<file path="src/hw/week_alarm_timer_map.vh">
// Address map, field positions and reset values of the week alarm timer core.
// Assumes inclusion by the timer core and its counter leaves only.
`ifndef WEEK_ALARM_TIMER_MAP_VH
`define WEEK_ALARM_TIMER_MAP_VH

// Block base in the 32-bit internal address space
`define WAT_BASE_ADDR 32'h0000cc80
`define WAT_BLOCK_MASK 32'hffffffe0

// Register offsets
`define WAT_OFF_TIMER_CONTROL 5'h00
`define WAT_OFF_SECONDS_COUNT 5'h04
`define WAT_OFF_ALARM_MATCH_VALUE 5'h08
`define WAT_OFF_PRESCALER_READBACK 5'h0c
`define WAT_OFF_FRACTION_TICK_SELECT 5'h10
`define WAT_OFF_SHORT_ALARM_CONTROL 5'h14
`define WAT_OFF_SHORT_ALARM_COUNT 5'h18

// Timer control fields
`define WAT_CTL_COUNTING_ENABLE_BIT 0
`define WAT_CTL_BATTERY_OUTPUT_BIT 5
`define WAT_CTL_WAKE_OUTPUT_ENABLE_BIT 6

// Widths
`define WAT_SECONDS_WIDTH 28
`define WAT_PRESCALER_WIDTH 15

// Reset values
`define WAT_RST_TIMER_CONTROL 32'h00000000
`define WAT_RST_SECONDS_COUNT 28'h0000000
`define WAT_RST_ALARM_MATCH_VALUE 28'h0ffffff
`define WAT_RST_PRESCALER 15'h0000

// Prescaler wraps from this value to zero once a second
`define WAT_PRESCALER_MAX 15'h7fff

`endif

</file>
<file path="src/hw/prescaler_15.v">
// Fifteen-bit prescaler stepped by edges of the low-speed timebase.
// Assumes the edge strobe is one clk cycle wide and synchronous to clk.
`timescale 1ns/1ps
`default_nettype none
`include "week_alarm_timer_map.vh"

module prescaler_15
#(
  parameter WIDTH = `WAT_PRESCALER_WIDTH
)
(
  // Clock and reset
  input wire clk,
  input wire nrst,
  // Control
  input wire countEnable,
  input wire timebaseEdge,
  // Status
  output reg [WIDTH-1:0] count_reg,
  output reg wrapTick_reg
);

  reg [WIDTH-1:0] count_next;
  reg wrapTick_next;

  always @*
  begin
    count_next = count_reg;
    wrapTick_next = 1'b0;
    if (!countEnable)
    begin
      // Held at zero so nothing toggles while stopped
      count_next = {WIDTH{1'b0}}; // see RL3
    end
    else if (timebaseEdge)
    begin
      count_next = count_reg + {{(WIDTH-1){1'b0}}, 1'b1}; // see RL13
      wrapTick_next = (count_reg == `WAT_PRESCALER_MAX); // see RL13
    end
  end

  always @(posedge clk)
  begin
    if (!nrst)
    begin
      count_reg <= `WAT_RST_PRESCALER;
      wrapTick_reg <= 1'b0;
    end
    else
    begin
      count_reg <= count_next;
      wrapTick_reg <= wrapTick_next;
    end
  end

endmodule // prescaler_15

`default_nettype wire

</file>
<file path="src/hw/seconds_counter_28.v">
// Twenty-eight-bit seconds counter with a firmware load port.
// Assumes the tick strobe is one clk cycle wide, once per second.
`timescale 1ns/1ps
`default_nettype none
`include "week_alarm_timer_map.vh"

module seconds_counter_28
#(
  parameter WIDTH = `WAT_SECONDS_WIDTH
)
(
  // Clock and reset
  input wire clk,
  input wire nrst,
  // Control
  input wire countEnable,
  input wire secondTick,
  input wire load,
  input wire [WIDTH-1:0] loadValue,
  // Status
  output reg [WIDTH-1:0] count_reg
);

  reg [WIDTH-1:0] count_next;

  always @*
  begin
    count_next = count_reg;
    if (load)
    begin
      // Load wins over a coinciding tick; firmware sees its own value
      count_next = loadValue; // see RL9
    end
    else if (countEnable && secondTick)
    begin
      count_next = count_reg + {{(WIDTH-1){1'b0}}, 1'b1}; // see RL7
    end
    // Otherwise held, resuming from here on re-enable (see RL2)
  end

  always @(posedge clk)
  begin
    if (!nrst)
    begin
      count_reg <= `WAT_RST_SECONDS_COUNT;
    end
    else
    begin
      count_reg <= count_next;
    end
  end

endmodule // seconds_counter_28

`default_nettype wire

</file>
<file path="src/hw/week_alarm_timer_core.v">
// Week alarm timer core: control, seconds count, alarm compare, prescaler.
// Assumes a single-cycle register port in the clk domain and a low-speed
// timebase input that is synchronous to clk.
//
// Operation
// RL1: Enable bit runs seconds counter and prescaler.
// RL2: Disabled counter holds value, resumes on enable.
// RL3: Disabled prescaler forced zero, lowest power.
// RL4: Wake enable clear disables and resets event.
// RL5: Wake enable gates alarm decode toward VCI.
// RL6: Battery output follows its control bit.
// RL7: Seconds counter increments once per second.
// RL8: Seconds write may take one second.
// RL9: Live reads; accesses work regardless of enable.
// RL10: Alarm asserted while count at least compare.
// RL11: Prescaler readback is read-only live count.
// RL12: Registers decoded at base plus offset.
// RL13: Prescaler wrap to zero gives 1 Hz.
// RL14: Writes complete within two timebase cycles.
// RL15: Reserved bits read zero, writes ignored.
`timescale 1ns/1ps
`default_nettype none
`include "week_alarm_timer_map.vh"

module week_alarm_timer_core
#(
  parameter SEC_WIDTH = `WAT_SECONDS_WIDTH,
  parameter DIV_WIDTH = `WAT_PRESCALER_WIDTH
)
(
  // Clock and reset
  input wire clk,
  input wire nrst,
  // Register port
  input wire [31:0] regAddr,
  input wire regWrite,
  input wire regRead,
  input wire [31:0] regWriteData,
  output reg [31:0] regReadData_reg,
  output reg regReadValid_reg,
  output reg regWriteDone_reg,
  // Timebase
  input wire lowSpeedTimebaseClock,
  // Events and pins
  output reg alarmInterrupt_reg,
  output reg powerUpEvent_reg,
  output reg vciWakeDecodeEnable_reg,
  output reg batteryGeneralOutput_reg,
  output reg lowPowerState_reg
);

  // Register selects
  localparam SEL_NONE = 3'h0;
  localparam SEL_CONTROL = 3'h1;
  localparam SEL_SECONDS = 3'h2;
  localparam SEL_MATCH = 3'h3;
  localparam SEL_PRESCALER = 3'h4;
  localparam SEL_LOCATED = 3'h5;

  // Control word after power-on reset; reserved bits stay zero
  localparam [31:0] CTL_RESET = `WAT_RST_TIMER_CONTROL;

  // Address decode shared by the read and write paths
  function [2:0] decodeSel;
    input [31:0] addr;
    begin
      decodeSel = SEL_NONE;
      if ((addr & `WAT_BLOCK_MASK) == `WAT_BASE_ADDR) // see RL12
      begin
        case (addr[4:0])
          `WAT_OFF_TIMER_CONTROL: decodeSel = SEL_CONTROL;
          `WAT_OFF_SECONDS_COUNT: decodeSel = SEL_SECONDS;
          `WAT_OFF_ALARM_MATCH_VALUE: decodeSel = SEL_MATCH;
          `WAT_OFF_PRESCALER_READBACK: decodeSel = SEL_PRESCALER;
          `WAT_OFF_FRACTION_TICK_SELECT: decodeSel = SEL_LOCATED;
          `WAT_OFF_SHORT_ALARM_CONTROL: decodeSel = SEL_LOCATED;
          `WAT_OFF_SHORT_ALARM_COUNT: decodeSel = SEL_LOCATED;
          default: decodeSel = SEL_NONE;
        endcase
      end
    end
  endfunction

  // Control word as read back; reserved positions always zero
  function [31:0] packControl;
    input countBit;
    input outputBit;
    input wakeBit;
    begin
      packControl = 32'h00000000; // see RL15
      packControl[`WAT_CTL_COUNTING_ENABLE_BIT] = countBit;
      packControl[`WAT_CTL_BATTERY_OUTPUT_BIT] = outputBit;
      packControl[`WAT_CTL_WAKE_OUTPUT_ENABLE_BIT] = wakeBit;
    end
  endfunction

  // Control fields
  reg countingEnable_reg;
  reg countingEnable_next;
  reg wakeEventOutputEnable_reg;
  reg wakeEventOutputEnable_next;
  reg batteryGeneralOutputCtl_reg;
  reg batteryGeneralOutputCtl_next;

  // Compare value
  reg [SEC_WIDTH-1:0] alarmMatchValue_reg;
  reg [SEC_WIDTH-1:0] alarmMatchValue_next;

  // Timebase edge detection
  reg timebasePrev_reg;
  wire timebaseEdge;

  // Counter leaves
  wire [DIV_WIDTH-1:0] prescalerCount;
  wire secondTick;
  wire [SEC_WIDTH-1:0] secondsCount;

  // Access decode
  wire [2:0] writeSel;
  wire [2:0] readSel;
  wire writeHit;
  wire readHit;
  wire secondsLoad;

  // Derived alarm level
  wire countReachedMatch;

  // Next values of the output flops
  reg [31:0] regReadData_next;
  reg regReadValid_next;
  reg regWriteDone_next;
  reg alarmInterrupt_next;
  reg powerUpEvent_next;
  reg vciWakeDecodeEnable_next;
  reg batteryGeneralOutput_next;
  reg lowPowerState_next;

  assign writeSel = decodeSel(regAddr);
  // One decoder serves both directions; a read and a write may share a cycle
  assign readSel = writeSel;
  assign writeHit = regWrite && (writeSel != SEL_NONE);
  assign readHit = regRead && (readSel != SEL_NONE);

  // Writes land on the next clk edge, well inside two timebase cycles
  assign secondsLoad = regWrite && (writeSel == SEL_SECONDS); // see RL14

  // Rising edge of the timebase; input is synchronous to clk
  // A high level at reset release looks like an edge; counting is off then
  assign timebaseEdge = lowSpeedTimebaseClock && !timebasePrev_reg;

  // Unsigned compare keeps the alarm up after the count passes the match
  assign countReachedMatch = (secondsCount >= alarmMatchValue_reg); // see RL10

  prescaler_15
  #(
    .WIDTH(DIV_WIDTH)
  )
  i_prescaler_15
  (
    .clk(clk),
    .nrst(nrst),
    .countEnable(countingEnable_reg), // see RL1
    .timebaseEdge(timebaseEdge),
    .count_reg(prescalerCount),
    .wrapTick_reg(secondTick)
  );

  seconds_counter_28
  #(
    .WIDTH(SEC_WIDTH)
  )
  i_seconds_counter_28
  (
    .clk(clk),
    .nrst(nrst),
    .countEnable(countingEnable_reg), // see RL1
    .secondTick(secondTick),
    .load(secondsLoad), // see RL8
    .loadValue(regWriteData[SEC_WIDTH-1:0]),
    .count_reg(secondsCount)
  );

  // Register writes
  always @*
  begin
    countingEnable_next = countingEnable_reg;
    wakeEventOutputEnable_next = wakeEventOutputEnable_reg;
    batteryGeneralOutputCtl_next = batteryGeneralOutputCtl_reg;
    alarmMatchValue_next = alarmMatchValue_reg;
    // Unmapped writes still get their done pulse but change nothing
    if (writeHit)
    begin
      case (writeSel)
        SEL_CONTROL:
        begin
          // Only the three defined bits are stored
          countingEnable_next = regWriteData[`WAT_CTL_COUNTING_ENABLE_BIT]; // see RL15
          wakeEventOutputEnable_next = regWriteData[`WAT_CTL_WAKE_OUTPUT_ENABLE_BIT];
          batteryGeneralOutputCtl_next = regWriteData[`WAT_CTL_BATTERY_OUTPUT_BIT];
        end
        SEL_MATCH:
        begin
          // Accepted whatever the enable state
          alarmMatchValue_next = regWriteData[SEC_WIDTH-1:0]; // see RL9
        end
        default:
        begin
          // Prescaler readback is read-only; located registers ignore writes
          alarmMatchValue_next = alarmMatchValue_reg; // see RL11
        end
      endcase
    end
  end

  // Read path
  always @*
  begin
    regReadData_next = 32'h00000000;
    regReadValid_next = regRead;
    regWriteDone_next = regWrite;
    if (readHit)
    begin
      case (readSel)
        SEL_CONTROL:
        begin
          regReadData_next = packControl(countingEnable_reg, batteryGeneralOutputCtl_reg,
            wakeEventOutputEnable_reg);
        end
        SEL_SECONDS:
        begin
          // Live count, upper bits zero
          regReadData_next[SEC_WIDTH-1:0] = secondsCount; // see RL9
        end
        SEL_MATCH:
        begin
          regReadData_next[SEC_WIDTH-1:0] = alarmMatchValue_reg; // see RL15
        end
        SEL_PRESCALER:
        begin
          // Upper bits zero; the count is live, not latched
          regReadData_next[DIV_WIDTH-1:0] = prescalerCount; // see RL11
        end
        default:
        begin
          // Located-only registers have no behaviour here and read zero
          regReadData_next = 32'h00000000;
        end
      endcase
    end
  end

  // Pin and event outputs, one cycle behind their sources
  always @*
  begin
    alarmInterrupt_next = countReachedMatch; // see RL10
    // Clear enable holds the event output in reset
    powerUpEvent_next = wakeEventOutputEnable_reg && countReachedMatch; // see RL4
    vciWakeDecodeEnable_next = wakeEventOutputEnable_reg; // see RL5
    batteryGeneralOutput_next = batteryGeneralOutputCtl_reg; // see RL6
    lowPowerState_next = !countingEnable_reg; // see RL3
  end

  always @(posedge clk)
  begin
    if (!nrst)
    begin
      countingEnable_reg <= CTL_RESET[`WAT_CTL_COUNTING_ENABLE_BIT];
      wakeEventOutputEnable_reg <= CTL_RESET[`WAT_CTL_WAKE_OUTPUT_ENABLE_BIT];
      batteryGeneralOutputCtl_reg <= CTL_RESET[`WAT_CTL_BATTERY_OUTPUT_BIT];
      alarmMatchValue_reg <= `WAT_RST_ALARM_MATCH_VALUE;
      timebasePrev_reg <= 1'b0;
      regReadData_reg <= 32'h00000000;
      regReadValid_reg <= 1'b0;
      regWriteDone_reg <= 1'b0;
      alarmInterrupt_reg <= 1'b0;
      powerUpEvent_reg <= 1'b0;
      vciWakeDecodeEnable_reg <= 1'b0;
      batteryGeneralOutput_reg <= 1'b0;
      // Counting starts stopped, hence the low-power state
      lowPowerState_reg <= 1'b1;
    end
    else
    begin
      countingEnable_reg <= countingEnable_next;
      wakeEventOutputEnable_reg <= wakeEventOutputEnable_next;
      batteryGeneralOutputCtl_reg <= batteryGeneralOutputCtl_next;
      alarmMatchValue_reg <= alarmMatchValue_next;
      timebasePrev_reg <= lowSpeedTimebaseClock;
      regReadData_reg <= regReadData_next;
      regReadValid_reg <= regReadValid_next;
      regWriteDone_reg <= regWriteDone_next;
      alarmInterrupt_reg <= alarmInterrupt_next;
      powerUpEvent_reg <= powerUpEvent_next;
      vciWakeDecodeEnable_reg <= vciWakeDecodeEnable_next;
      batteryGeneralOutput_reg <= batteryGeneralOutput_next;
      lowPowerState_reg <= lowPowerState_next;
    end
  end

endmodule // week_alarm_timer_core

`default_nettype wire

</file>
<file path="config.mk">
export PLATFORM = sky130hd
export DESIGN_NAME = week_alarm_timer_core
export DESIGN_NICKNAME = d
export VERILOG_FILES = /design/src/hw/prescaler_15.v /design/src/hw/seconds_counter_28.v /design/src/hw/week_alarm_timer_core.v
export VERILOG_INCLUDE_DIRS = /design/src /design/src/hw
export SDC_FILE = /design/constraint.sdc
export NUM_CORES = 1
export LEC_CHECK = 0
export BUFFER_PORTS_ARGS = -buffer_cell sky130_fd_sc_hd__buf_2
export CAP_MARGIN = 5
export CORE_ASPECT_RATIO = 0.7
export CORE_MARGIN = 8
export CORE_UTILIZATION = 23
export DETAILED_ROUTE_END_ITERATION = 8
export PLACE_DENSITY_LB_ADDON = 0.05
export SETUP_SLACK_MARGIN = 0.2
export SYNTH_ARGS = -nofsm -noshare
export SYNTH_HDL_FRONTEND = slang
export SYNTH_SLANG_ARGS = --single-unit
export TNS_END_PERCENT = 50
</file>
<file path="constraint.sdc">
create_clock -name clk -period 3.9 [get_ports clk]
set_clock_uncertainty 0.1 [all_clocks]
set_input_delay 0.78 -clock clk [delete_from_list [all_inputs] [get_ports clk]]
set_output_delay 0.78 -clock clk [all_outputs]
set_load 0.02 [all_outputs]
</file>
### After elaboration in Yosys (flattened, before gate mapping)

Cells that the tools add are included.

| word-level totals | value |
|---|---|
| memory bits (read-only) | 0 |
| input bits | 69 |
| bits in writable memories | 0 |
| word-level logic and storage cells | 55 |
| latch bits | 0 |
| memories kept | 0 |
| flip-flop bits (word level) | 115 |

| cells by class | value |
|---|---|
| order comparisons | 1 |
| eq/ne operators | 12 |
| shift operators | 0 |
| mux-type cells | 6 |
| divide/modulo/power cells | 0 |
| add/sub/neg operators | 2 |
| bitwise operators | 0 |
| reduce and logical (&&, ||, !) cells | 17 |
| multipliers | 0 |

Operator list:

| operator | number |
|---|---|
| case mux 15 bit (4 select lines) | 1 |
| two-way mux 28 bit | 2 |
| adder 28 x 1 -> 28 bit (second input constant) | 1 |
| greater-or-equal comparator 28 bit | 1 |
| == test 27 x 11 -> 1 bit (second input constant) | 1 |
| case mux 13 bit (2 select lines) | 1 |
| adder 15 x 1 -> 15 bit (second input constant) | 1 |
| == test 15 bit (second input constant) | 1 |
| == test 5 bit (second input constant) | 3 |
| case mux 3 bit (5 select lines) | 1 |
| == test 5 x 4 -> 1 bit (second input constant) | 2 |
| AND reduction 2 bit | 4 |
| == test 3 x 2 -> 1 bit (second input constant) | 2 |
| logical AND 1 bit | 6 |
| == test 5 x 3 -> 1 bit (second input constant) | 1 |
| zero test 5 bit | 1 |
| == test 3 x 1 -> 1 bit (second input constant) | 1 |
| == test 3 bit (second input constant) | 1 |
| two-way mux 3 bit | 1 |
| AND reduction 3 bit | 1 |
| nonzero test 3 bit | 1 |
| OR reduction 3 bit | 1 |
| zero test 1 bit | 2 |
| nonzero test 2 bit | 1 |

### Longest topological paths before layout

Gate-level depths: netlist of the first run.

| depth | value |
|---|---|
| word-level depth | 7 |
| mapped depth | 9 |
| depth with buffers taken out | 7 |

### Cells and area by module

A second synthesis of the first run with hierarchy kept.

| unflattened totals | value |
|---|---|
| cells, all modules | 669 |
| area, all modules | 5818.1 um^2 |

By module, submodules not included:

| module | cells each | times used | area an instance (um^2) |
|---|---|---|---|
| week_alarm_timer_core | 379 | 1 | 3395.8 |
| seconds_counter_28 | 206 | 1 | 1659.1 |
| prescaler_15 | 84 | 1 | 763.2 |

### Least setup slack after synthesis of the first run

OpenSTA, ideal clock, no wires.

| path | value |
|---|---|
| kind | input to register |
| start point | in regAddr[28] |
| end point | reg i_seconds_counter_28.count_reg[18] |
| required time | 3.667 ns |
| path slack | 1.645 ns |
| cell stages on the path | 7 |
| path buffers | 2 |
| arrival | 2.022 ns |
| path through | nor4_1 > nand4_1 > or3_1 > buf_2 > buf_6 > o21ai_1 > a21oi_1 |

| on the way | value |
|---|---|
| cells in the longest elaborated chain, start to end | 5 |
| elaborated cells on any way between the ends | 6 |
| classes of those cells | 2 x eq/ne; 2 x mux; 2 x reduce/logical |

RTL lines:

| what | line | RTL |
|---|---|---|
| from (decl) | week_alarm_timer_core.v:35 | `input wire [31:0] regAddr,` |
| == test 27 x 11 -> 1 bit (no source line) (*) | n/a |  |
| two-way mux 3 bit (*) | week_alarm_timer_core.v:68 | `` if ((addr & `WAT_BLOCK_MASK) == `WAT_BASE_ADDR) `` |
| == test 3 x 2 -> 1 bit (*) | week_alarm_timer_core.v:145 | `assign secondsLoad = regWrite && (writeSel == SEL_SECONDS);` |
| logical AND 1 bit (*) | week_alarm_timer_core.v:145 |  |
| two-way mux 28 bit or nonzero test 2 bit (tied branches) | n/a |  |
| to (signal assigned) | seconds_counter_28.v:45 | `` count_reg <= `WAT_RST_SECONDS_COUNT; `` |
| to (signal assigned) | seconds_counter_28.v:49 | `count_reg <= count_next;` |
| to (decl) | seconds_counter_28.v:21 | `output reg [WIDTH-1:0] count_reg` |

Every way passes the cells marked *; elsewhere a longest branch is shown, timed or not.
A chain may end at the register's enable or synchronous reset.

### Worst setup path in the final report of the first run

| path | value |
|---|---|
| start point | reg i_seconds_counter_28.count_reg[1] |
| end point | reg i_seconds_counter_28.count_reg[12] |

| on the way | value |
|---|---|
| cells in the longest elaborated chain, start to end | 3 |

RTL lines:

| what | line | RTL |
|---|---|---|
| adder 28 x 1 -> 28 bit | seconds_counter_28.v:36 | `count_next = count_reg + {{(WIDTH-1){1'b0}}, 1'b1};` |
| two-way mux 28 bit | seconds_counter_28.v:34 | `else if (countEnable && secondTick)` |
| two-way mux 28 bit | seconds_counter_28.v:29 | `if (load)` |

Every way passes these cells. The select of a mux whose other input is x is not followed.

==> results.txt, run 1 <==
----------------------------------------------------
[Run status]
  Status ... finished, final reports clean

[Synth]
  Number of enable-type register cells in the synthesized netlist ... 0
  Synth Register Bits ... 111
  Cell types with the largest area share after synthesis ... sky130_fd_sc_hd__dfxtp_1 41%, sky130_fd_sc_hd__ha_1 7.0%, sky130_fd_sc_hd__nand2_1 4.7%, sky130_fd_sc_hd__nor2_1 4.5%, sky130_fd_sc_hd__xor2_1 3.7%
  Distinct cell type count of the synthesized netlist ... 47
  Async SR Flop Fraction ... 0%
  Synthesized instance count ... 618
  Primary FF master, synth ... sky130_fd_sc_hd__dfxtp_1
  Proportion of synthesized chip area in sequential cells ... 41.3%
  Cell with the most instances after synthesis ... sky130_fd_sc_hd__dfxtp_1
  Total standard cell area after synthesis ... 0.00538 sq mm
  Count of warnings emitted by yosys ... 0
  Proportion of netlist area held by the largest area contributor ... 41.3%
  Mean Syn Cell Area ... 8.71 sq um
  Leading post-synthesis cells by instance count ... 111 x sky130_fd_sc_hd__dfxtp_1, 67 x sky130_fd_sc_hd__nand2_1, 65 x sky130_fd_sc_hd__nor2_1
  Top cell type by total area after synthesis ... sky130_fd_sc_hd__dfxtp_1

[Route]
  Vias per cell ... 4.53
  Aggregate routed wire length ... 18,000 microns
  Avg WL per Cell ... 17.6 microns
  Drc violations ... 0
  Routed vias ... 4,621
  Iteration-0 DRC Markers ... 253
  Antenna-violating nets left ... 0
  Detailed-routing iteration count for the pre-antenna-repair pass ... 5

[Global route]
  Antenna violations before repair ... 0
  Wire length of the first global-routing pass ... 28,400 microns
  Number of global-route vias before repair ... 4,706
  Pin count of the biggest net entering global routing ... 56
  GRT overflow ... 0
  Total routing resource utilization after global routing ... 12.9%

[Pwr]
  Total Power Consumption ... 2.20 mW
  VDD IR-drop max ... 195 uV
  Total power divided by cell area ... 341 mW/mm^2
  Leakage dissipation ... 2.69 nW

[STA]
  Slew @ Worst Pin ... 0.723 ns
  Final Worst Setup Slack ... 1.55 ns
  Remaining max-slew budget at the tightest pin ... 51.7%
  Total setup violations reported at the end of the flow ... 0
  Unrepaired setup endpoints after global routing ... no
  Setup total negative slack ... 0 ns
  Hold violation count in the final report ... 0
  Share of the cycle needed by the critical path after routing ... 60.3%
  Max Fclk ... 0.425 GHz
  Final slew viol count ... 0
  Final critical-path required period ... 2.35 ns

[Clocking]
  Number of levels in the clock H-tree ... 3
  Number of buffers added by the clock tree synthesis step ... 9
  Total of hold buffers inserted after clock tree synthesis ... 0
  Clock input transition at the sequential cells of the worst setup and hold paths ... 0.08 ns
  Buffer levels on the longest clock path ... 2
  CTS sink count ... 111
  Cell at the root of the clock tree ... sky130_fd_sc_hd__clkbuf_16
  Clock latency at the later pin of the worst-skew pair ... 0.36 ns
  Post-cts repair resize count ... 0
  TritonCTS clock tree ... built
  Total setup buffers inserted after CTS ... 0

[Cells and area]
  Final Util ... 28.4%
  Number of diodes ... 0
  Post-route cell area ... 0.00646 sq mm
  Share of post-route cells with drive strength above 1 ... 19.5%
  Area overhead of the layout relative to synthesis ... 20.1%
  Net count of the finished layout ... 803

[Floorplanning]
  Ports ... 108
  Vert. Die Dim ... 144 microns
  Die width ... 199 microns
  Total number of placement rows ... 46
  Starting Density ... 23.6%
  Core area ... 0.0228 sq mm
  Die area ... 0.0286 sq mm

[Placement]
  HPWL after detailed placement ... 13,100 microns
  Setup slack at placement ... 1.19 ns
  Area after DPL ... 0.00617 sq mm
  IO Port Bufs ... 99
  Placer Congestion ... 0.799

[Worst hold path]
  Worst Hold Depth ... 2
  Path class of the lowest-slack min-delay path ... reg -> reg

[Critical path]
  WP data required ... 4.03 ns
  Arrival time of the worst setup path ... 2.48 ns
  Type of destination of the critical path ... flop
  Worst-case reg-to-reg path depth ... 6
  Kind of launch point of the worst setup path ... flop
  WS Path Type ... reg -> reg
  R2R setup slack ... 1.55 ns
  Max FO, Critical Path ... 8

[Run]
  # Max-Cap Violations ... 0

----------------------------------------------------
## cell families after synthesis
logic type / Yosys count / synth area share (%)
XOR/XNOR: 40 / 6.51
AO/OA/AOI/OAI: 138 / 16.4
AND/OR/NAND/NOR: 214 / 19.9
other: 1 / 0.0697
flip-flops: 111 / 41.3
adder cells (fa/ha/maj): 30 / 6.98
buffers and inverters: 75 / 6.46
multiplexers: 9 / 2.37
## area by class of cell
class / count / area [sq um]
Clock inverter: 7 / 72.6
Inverter: 39 / 146
Tap cell: 312 / 390
Clock buffer: 9 / 225
Fill cell: 2495 / 16300
Multi-Input combinational cell: 435 / 2830
Sequential cell: 111 / 2220
Timing Repair Buffer: 108 / 576
## through the flow
| step | std cells | hold WS [ns] |
|---|---|---|
| final | 1021 | 0.372 |
| after global placement | 1005 | 0.361 |
| after detailed placement | 1005 | 0.365 |
| after CTS | 1021 | 0.385 |
| after floorplan | 621 | 0.323 |
| after global routing | 1021 | 0.398 |
## worst paths after layout
| path | end | from |
|---|---|---|
| hold reg to reg | batteryGeneralOutput_reg | batteryGeneralOutputCtl_reg |
| setup / recovery | i_seconds_counter_28.count_reg[12] | i_seconds_counter_28.count_reg[1] |
| setup reg to reg | i_seconds_counter_28.count_reg[12] | i_seconds_counter_28.count_reg[1] |
| hold / removal | batteryGeneralOutput_reg | batteryGeneralOutputCtl_reg |
## worst max-delay path, cell delays in order (launching register included)
cell                      delay, ns
sky130_fd_sc_hd__dfxtp_1       0.51
sky130_fd_sc_hd__ha_1          0.39
sky130_fd_sc_hd__nand3_1       0.32
sky130_fd_sc_hd__nor4_4        0.43
sky130_fd_sc_hd__and4_1        0.27
sky130_fd_sc_hd__xnor2_1       0.12
sky130_fd_sc_hd__a21oi_1       0.08
## where the power goes
part           internal [mW]  switching (mW)  total, mW
Clock                  0.501           0.456      0.957
Combinational         0.0435          0.0679      0.111
Sequential              1.13        0.000367       1.13
## placed cells by master, fill, tap and decap left out, types with 2 or more instances in the layout
master and count:
sky130_fd_sc_hd__buf_2 99, sky130_fd_sc_hd__o21ai_0 21, sky130_fd_sc_hd__nor3_1 6, sky130_fd_sc_hd__a211oi_1 15
sky130_fd_sc_hd__and3_1 7, sky130_fd_sc_hd__nand4_2 2, sky130_fd_sc_hd__nand4_1 17, sky130_fd_sc_hd__mux4_2 3
sky130_fd_sc_hd__a21oi_1 25, sky130_fd_sc_hd__or3_1 2, sky130_fd_sc_hd__and4_1 4, sky130_fd_sc_hd__mux2i_1 6
sky130_fd_sc_hd__nand3_1 19, sky130_fd_sc_hd__o31ai_1 5, sky130_fd_sc_hd__xnor2_1 17, sky130_fd_sc_hd__clkinv_2 2
sky130_fd_sc_hd__buf_4 8, sky130_fd_sc_hd__o21ai_1 18, sky130_fd_sc_hd__conb_1 4, sky130_fd_sc_hd__clkinvlp_4 2
sky130_fd_sc_hd__and2_1 2, sky130_fd_sc_hd__nand2_1 67, sky130_fd_sc_hd__dfxtp_1 111, sky130_fd_sc_hd__nor2b_1 2
sky130_fd_sc_hd__ha_1 30, sky130_fd_sc_hd__o211ai_1 24, sky130_fd_sc_hd__nor4_1 7, sky130_fd_sc_hd__nand2b_1 3
sky130_fd_sc_hd__xor2_1 23, sky130_fd_sc_hd__clkbuf_16 9, sky130_fd_sc_hd__nor4_4 2, sky130_fd_sc_hd__nor2_1 65
sky130_fd_sc_hd__a22oi_1 25, sky130_fd_sc_hd__inv_1 39
## routing by layer
layer	wire, microns	vias to the layer above	GRT usage [%]
met3	1150	11	2.93
li1	-	2336	-
met5	0	-	0
met4	160	0	2.92
met1	9430	2171	18.8
met2	7250	103	18.7
No activity file was read; power rests on OpenSTA's default activity.
==> run 2, diff against run 1 <==
- ABC_AREA: unset -> 1
- clock period: 3.9 -> 2.35 ns (I/O delays scaled with it)
==> results.txt, run 2 <==
----------------------------------------------------
[Run status]
  Status ... finished, final reports clean

[Floorplanning]
  Vert. Die Dim ... 159 microns
  Starting Density ... 23.3%
  Core area ... 0.0288 sq mm
  Die width ... 220 microns
  Total number of placement rows ... 52
  Die area ... 0.0350 sq mm
  Ports ... 108

[Synth]
  Count of warnings emitted by yosys ... 0
  Synth Register Bits ... 111
  Cell with the most instances after synthesis ... sky130_fd_sc_hd__nand2_1
  Cell types with the largest area share after synthesis ... sky130_fd_sc_hd__dfxtp_1 33%, sky130_fd_sc_hd__nand2_1 14%, sky130_fd_sc_hd__nand3_1 14%, sky130_fd_sc_hd__inv_1 8.3%, sky130_fd_sc_hd__nor2_1 6.0%
  Total standard cell area after synthesis ... 0.00671 sq mm
  Proportion of synthesized chip area in sequential cells ... 33.1%
  Primary FF master, synth ... sky130_fd_sc_hd__dfxtp_1
  Synthesized instance count ... 1,048
  Leading post-synthesis cells by instance count ... 259 x sky130_fd_sc_hd__nand2_1, 192 x sky130_fd_sc_hd__nand3_1, 148 x sky130_fd_sc_hd__inv_1
  Distinct cell type count of the synthesized netlist ... 35
  Async SR Flop Fraction ... 0%
  Top cell type by total area after synthesis ... sky130_fd_sc_hd__dfxtp_1
  Mean Syn Cell Area ... 6.40 sq um
  Proportion of netlist area held by the largest area contributor ... 33.1%
  Number of enable-type register cells in the synthesized netlist ... 0

[Global route]
  Number of global-route vias before repair ... 6,798
  Antenna violations before repair ... 1
  Wire length of the first global-routing pass ... 40,300 microns
  Pin count of the biggest net entering global routing ... 31
  Total routing resource utilization after global routing ... 14.7%
  GRT overflow ... 0

[Cells and area]
  Fill cells ... 3,302
  Most used cells in the layout excluding fill and tap cells ... 259 x sky130_fd_sc_hd__nand2_1, 191 x sky130_fd_sc_hd__nand3_1, 148 x sky130_fd_sc_hd__inv_1
  Count of placed standard cells in the final layout, fillers left out ... 1,556
  Most common cell after layout, fill and taps aside ... sky130_fd_sc_hd__nand2_1
  Share of post-route cells with drive strength above 1 ... 16.1%
  Number of diodes ... 0
  Net count of the finished layout ... 1,272
  Post-route cell area ... 0.00839 sq mm
  Final Util ... 29.1%
  Area overhead of the layout relative to synthesis ... 25.1%

[Clocking]
  Cell at the root of the clock tree ... sky130_fd_sc_hd__clkbuf_16
  Clock input transition at the sequential cells of the worst setup and hold paths ... 0.08 ns
  Number of buffers added by the clock tree synthesis step ... 9
  Clock latency at the later pin of the worst-skew pair ... 0.37 ns
  Number of levels in the clock H-tree ... 3
  CTS sink count ... 111
  Buffer levels on the longest clock path ... 2
  TritonCTS clock tree ... built
  Total setup buffers inserted after CTS ... 0

[Placement]
  Placer Congestion ... 0.858
  Setup slack at placement ... 0.0933 ns
  IO Port Bufs ... 99
  Area after DPL ... 0.00805 sq mm
  HPWL after detailed placement ... 20,000 microns
  Post-Place Cells ... 1,540

[Pwr]
  Total power divided by cell area ... 460 mW/mm^2
  Part of the total power dissipated in combinational logic ... 5.0%
  Net switching power of the design ... 0.935 mW
  VDD IR-drop max ... 333 uV
  Fraction of power consumed by the clock network ... 46.2%
  Seq pwr share ... 48.8%
  Net switching share of the total power ... 24.3%
  Leakage dissipation ... 4.35 nW
  Cell internal power dissipation ... 2.92 mW

[Critical path]
  WS Path Type ... reg -> reg
  Max FO, Critical Path ... 8
  Critical-path top delay cell ... sky130_fd_sc_hd__dfxtp_1
  Kind of launch point of the worst setup path ... flop
  WP data required ... 2.52 ns
  Type of destination of the critical path ... flop
  Dominant delay contributor by cell family on the critical path ... simple AND/OR/NAND/NOR gates
  CP cell instances ... inv_1 > nor3_1 > nand2_1 > nor2_1 > nand2_1 > nand2_1 > nand2_1 > nand3_1 > nand3_1 > nand2_1 > inv_1
  Critical path's most frequent cell ... sky130_fd_sc_hd__nand2_1
  Worst Path Buf+Inv ... 2
  Highest cell delay on the worst timing path ... 0.54 ns
  Arrival time of the worst setup path ... 2.21 ns

[Route]
  Iteration-0 DRC Markers ... 425
  Avg WL per Cell ... 16.2 microns
  Vias per cell ... 4.40
  Drc violations ... 0
  Detailed-routing iteration count for the pre-antenna-repair pass ... 5
  Aggregate routed wire length ... 25,100 microns
  Routed vias ... 6,848
  Antenna-violating nets left ... 0

[STA]
  Unrepaired setup endpoints after global routing ... yes
  Final critical-path required period ... 2.03 ns
  Total setup violations reported at the end of the flow ... 0
  Final slew viol count ... 0
  Final Worst Setup Slack ... 0.317 ns
  Hold violation count in the final report ... 0
  Share of the cycle needed by the critical path after routing ... 86.5%
  Setup total negative slack ... 0 ns
  Max Fclk ... 0.492 GHz

[Worst hold path]
  Path class of the lowest-slack min-delay path ... in -> reg

[Run]
  # Max-Cap Violations ... 0

----------------------------------------------------
[run 2: cell count changes after synthesis, moves of 11 or more]
cell | previous run | this run
sky130_fd_sc_hd__a22oi_1 | 25 | 0
sky130_fd_sc_hd__nand4_1 | 17 | 39
sky130_fd_sc_hd__inv_1 | 39 | 148
sky130_fd_sc_hd__o211ai_1 | 24 | 1
sky130_fd_sc_hd__xnor2_1 | 17 | 6
sky130_fd_sc_hd__nand2_1 | 67 | 259
sky130_fd_sc_hd__nor2_1 | 65 | 107
sky130_fd_sc_hd__a211oi_1 | 15 | 0
sky130_fd_sc_hd__o21ai_1 | 18 | 0
sky130_fd_sc_hd__a21oi_1 | 25 | 41
sky130_fd_sc_hd__xor2_1 | 23 | 12
sky130_fd_sc_hd__nand3_1 | 19 | 192
[run 2: layout make-up]
type                       count  area (sq um)  share of cell area [%]
timing repair buffer         156          1070                    12.8
sequential                   111          2220                    26.5
tap                          378           473                    5.64
clock inverter                 6          90.1                    1.07
multi-input combinational    741          3710                    44.3
clock buffer                  10           239                    2.85
inverter                     154           578                    6.89
[run 2: stage by stage]
stage               power, mW  hold slack [ns]
floorplan                2.01            0.329
global placement         2.12            0.352
detailed placement       2.12            0.351
CTS                      3.95            0.194
global route             4.03            0.215
finish                   3.86            0.205
[run 2: metal layers]
layer	vias up	global-route usage, %	part of all wire [%]
met3	15	2.71	4.1
li1	3599	-	-
met5	-	0	0
met4	0	3.29	1.2
met2	127	19.7	38
met1	3107	23.3	57
[run 2: path summary, 6_finish.rpt]
check,endpoint,from,slack (ns),cells after the start
max,i_seconds_counter_28.count_reg[26],i_seconds_counter_28.count_reg[2],0.32,11
min,timebasePrev_reg,lowSpeedTimebaseClock,0.20,3
max reg2reg,i_seconds_counter_28.count_reg[26],i_seconds_counter_28.count_reg[2],0.32,11
min reg2reg,batteryGeneralOutput_reg,batteryGeneralOutputCtl_reg,0.36,2
[run 2: power by group through the flow]
stage / registers [mW] / clock network (mW) / logic (mW)
after floorplan: 1.93 / 0 / 0.0806
after global placement: 1.93 / 0 / 0.194
after detailed placement: 1.93 / 0 / 0.194
after CTS: 1.88 / 1.87 / 0.195
after global routing: 1.88 / 1.93 / 0.214
final: 1.88 / 1.78 / 0.193
[run 2: worst reg2reg max path: cells and delay by family (launching register included)]
family	cells	cell delay (ns)
AND/OR/NAND/NOR	9	1.20
flip-flops	1	0.54
buffers and inverters	2	0.10
[run 2: kinds of logic (layout without fill, tap and decap cells)]
| family | Yosys count | in the layout | synth area share, % |
|---|---|---|---|
| compound gates | 61 | 61 | 4.72 |
| xor+xnor | 18 | 18 | 2.35 |
| other cells | 1 | 4 | 0.0559 |
| buf+inv | 199 | 326 | 11.9 |
| flops | 111 | 111 | 33.1 |
| simple gates | 628 | 628 | 42.2 |
| fa+ha+maj | 30 | 30 | 5.60 |
[run 2: repair_timing]
action                                  4_1_cts  5_1_grt
resized for setup                             0        4
endpoints found under the setup margin        0        4
hold buffers                                  0        0
==> run 3, diff against run 2 <==
- ABC_AREA: 1 -> 0
==> results.txt, run 3 (synthesis results as in run 1) <==
----------------------------------------------------
[Run status]
  Status ... finished, final reports clean

[Critical path]
  Type of destination of the critical path ... flop
  Kind of launch point of the worst setup path ... flop
  Worst-case reg-to-reg path depth ... 5
  Worst Path Buf+Inv ... 0
  FF-to-FF End ... i_seconds_counter_28.count_reg[19]
  Critical-path top delay cell ... sky130_fd_sc_hd__nor4_4
  WP data required ... 2.49 ns
  CP cell instances ... nand4_2 > nor4_4 > nand4_1 > xor2_1 > a21oi_1
  WS Path Type ... reg -> reg
  Highest cell delay on the worst timing path ... 0.59 ns
  Max FO, Critical Path ... 9
  Dominant delay contributor by cell family on the critical path ... simple AND/OR/NAND/NOR gates
  R2R setup slack ... 0.34 ns
  Arrival time of the worst setup path ... 2.15 ns
  Source of the worst register-to-register timing path ... i_seconds_counter_28.count_reg[9]

[Clocking]
  Total of hold buffers inserted after clock tree synthesis ... 0
  TritonCTS clock tree ... built
  Number of buffers added by the clock tree synthesis step ... 9
  Cell at the root of the clock tree ... sky130_fd_sc_hd__clkbuf_16
  Clock latency at the later pin of the worst-skew pair ... 0.35 ns
  CTS sink count ... 111
  Number of levels in the clock H-tree ... 3
  Buffer levels on the longest clock path ... 2
  Clock input transition at the sequential cells of the worst setup and hold paths ... 0.08 ns

[STA]
  Remaining max-slew budget at the tightest pin ... 57.7%
  Max Fclk ... 0.498 GHz
  Final slew viol count ... 0
  Final critical-path required period ... 2.01 ns
  Total setup violations reported at the end of the flow ... 0
  Share of the cycle needed by the critical path after routing ... 85.5%
  Unrepaired setup endpoints after global routing ... yes
  Slew @ Worst Pin ... 0.633 ns
  Setup total negative slack ... 0 ns
  Hold violation count in the final report ... 0
  Final Worst Setup Slack ... 0.340 ns

[Floorplanning]
  Vert. Die Dim ... 144 microns
  Die width ... 199 microns
  Die area ... 0.0286 sq mm
  Starting Density ... 23.6%
  Total number of placement rows ... 46
  Core area ... 0.0228 sq mm
  Ports ... 108

[Global route]
  GRT overflow ... 0
  Pin count of the biggest net entering global routing ... 31
  Wire length of the first global-routing pass ... 27,900 microns
  Number of global-route vias before repair ... 4,707
  Total routing resource utilization after global routing ... 12.7%
  Antenna violations before repair ... 0

[Worst hold path]
  Endpoint, Worst Hold ... timebasePrev_reg
  Path class of the lowest-slack min-delay path ... in -> reg
  HP Start ... lowSpeedTimebaseClock
  Worst Hold Depth ... 2

[Cells and area]
  Most common cell after layout, fill and taps aside ... sky130_fd_sc_hd__dfxtp_1
  Most used cells in the layout excluding fill and tap cells ... 111 x sky130_fd_sc_hd__dfxtp_1, 99 x sky130_fd_sc_hd__buf_2, 67 x sky130_fd_sc_hd__nand2_1
  Share of post-route cells with drive strength above 1 ... 21.5%
  Count of placed standard cells in the final layout, fillers left out ... 1,036
  Fill cells ... 2,489
  Final Util ... 29.2%
  Net count of the finished layout ... 818
  Area overhead of the layout relative to synthesis ... 23.6%
  Number of diodes ... 0

[Placement]
  Placer Congestion ... 0.790
  IO Port Bufs ... 99
  HPWL after detailed placement ... 13,600 microns
  Post-Place Cells ... 1,020
  Setup slack at placement ... 0.157 ns

[Route]
  Detailed-routing iteration count for the pre-antenna-repair pass ... 4
  Iteration-0 DRC Markers ... 235
  Antenna-violating nets left ... 0
  Routed vias ... 4,758
  Drc violations ... 0
  Avg WL per Cell ... 17.4 microns
  Vias per cell ... 4.59
  Aggregate routed wire length ... 18,000 microns

[Pwr]
  VDD IR-drop max ... 322 uV
  Total power divided by cell area ... 562 mW/mm^2
  Leakage dissipation ... 2.79 nW

[Run]
  # Max-Cap Violations ... 0

----------------------------------------------------
## run 3: repair_timing
item | 4_1_cts | 5_1_grt
buffers inserted | 0 | 0
gates resized for setup | 1 | 3
pin swaps | 0 | 2
setup endpoints to repair | 1 | 3
## run 3: layout make-up
| cell class | instances | area [sq um] | share of cell area, % |
|---|---|---|---|
| flip-flops and latches | 111 | 2220 | 33.4 |
| well taps | 312 | 390 | 5.87 |
| clock buffers | 10 | 229 | 3.44 |
| clock inverters | 6 | 85.1 | 1.28 |
| multi-input cells | 435 | 2860 | 42.9 |
| repair buffers | 123 | 726 | 10.9 |
| inverters | 39 | 146 | 2.20 |
## run 3: worst max-delay path by stage
stage / depth (start not counted) / endpoint / slack (ns) / from
final: 5 / i_seconds_counter_28.count_reg[19] / 0.34 / i_seconds_counter_28.count_reg[9]
after global routing: 5 / i_seconds_counter_28.count_reg[19] / 0.20 / i_seconds_counter_28.count_reg[9]
after CTS: 7 / alarmInterrupt_reg / 0.22 / alarmMatchValue_reg[15]
after detailed placement: 7 / i_seconds_counter_28.count_reg[19] / 0.16 / regAddr[20]
after global placement: 7 / i_seconds_counter_28.count_reg[1] / 0.18 / regAddr[20]
after floorplan: 7 / i_seconds_counter_28.count_reg[18] / 0.41 / regAddr[28]
## run 3: power breakdown
| part | switching, mW | total, mW | internal, mW |
|---|---|---|---|
| clock | 0.738 | 1.67 | 0.933 |
| sequential | 0.000566 | 1.88 | 1.88 |
| combinational | 0.112 | 0.187 | 0.0745 |
| total | 0.851 | 3.74 | 2.89 |
## run 3: metal layers
metal | track usage [%] | wire length, microns | vias up
met5 | 0 | 0 | -
met4 | 2.80 | 119 | 0
met3 | 3.02 | 952 | 10
met2 | 18.6 | 7290 | 116
met1 | 18.5 | 9670 | 2261
li1 | - | - | 2371
## run 3: per-stage QoR
stage | power (mW) | instance area [sq um] | hold slack (ns)
2_1_floorplan | 2.02 | 5390 | 0.323
3_3_place_gp | 2.12 | 6320 | 0.364
3_5_place_dp | 2.12 | 6320 | 0.370
4_1_cts | 3.83 | 6640 | 0.232
5_1_grt | 3.91 | 6650 | 0.250
6_report | 3.74 | 6650 | 0.243
## run 3: worst reg2reg max path, cell delays in order (launching register included)
cell,delay [ns]
sky130_fd_sc_hd__dfxtp_1,0.49
sky130_fd_sc_hd__nand4_2,0.21
sky130_fd_sc_hd__nor4_4,0.59
sky130_fd_sc_hd__nand4_1,0.21
sky130_fd_sc_hd__xor2_1,0.21
sky130_fd_sc_hd__a21oi_1,0.09
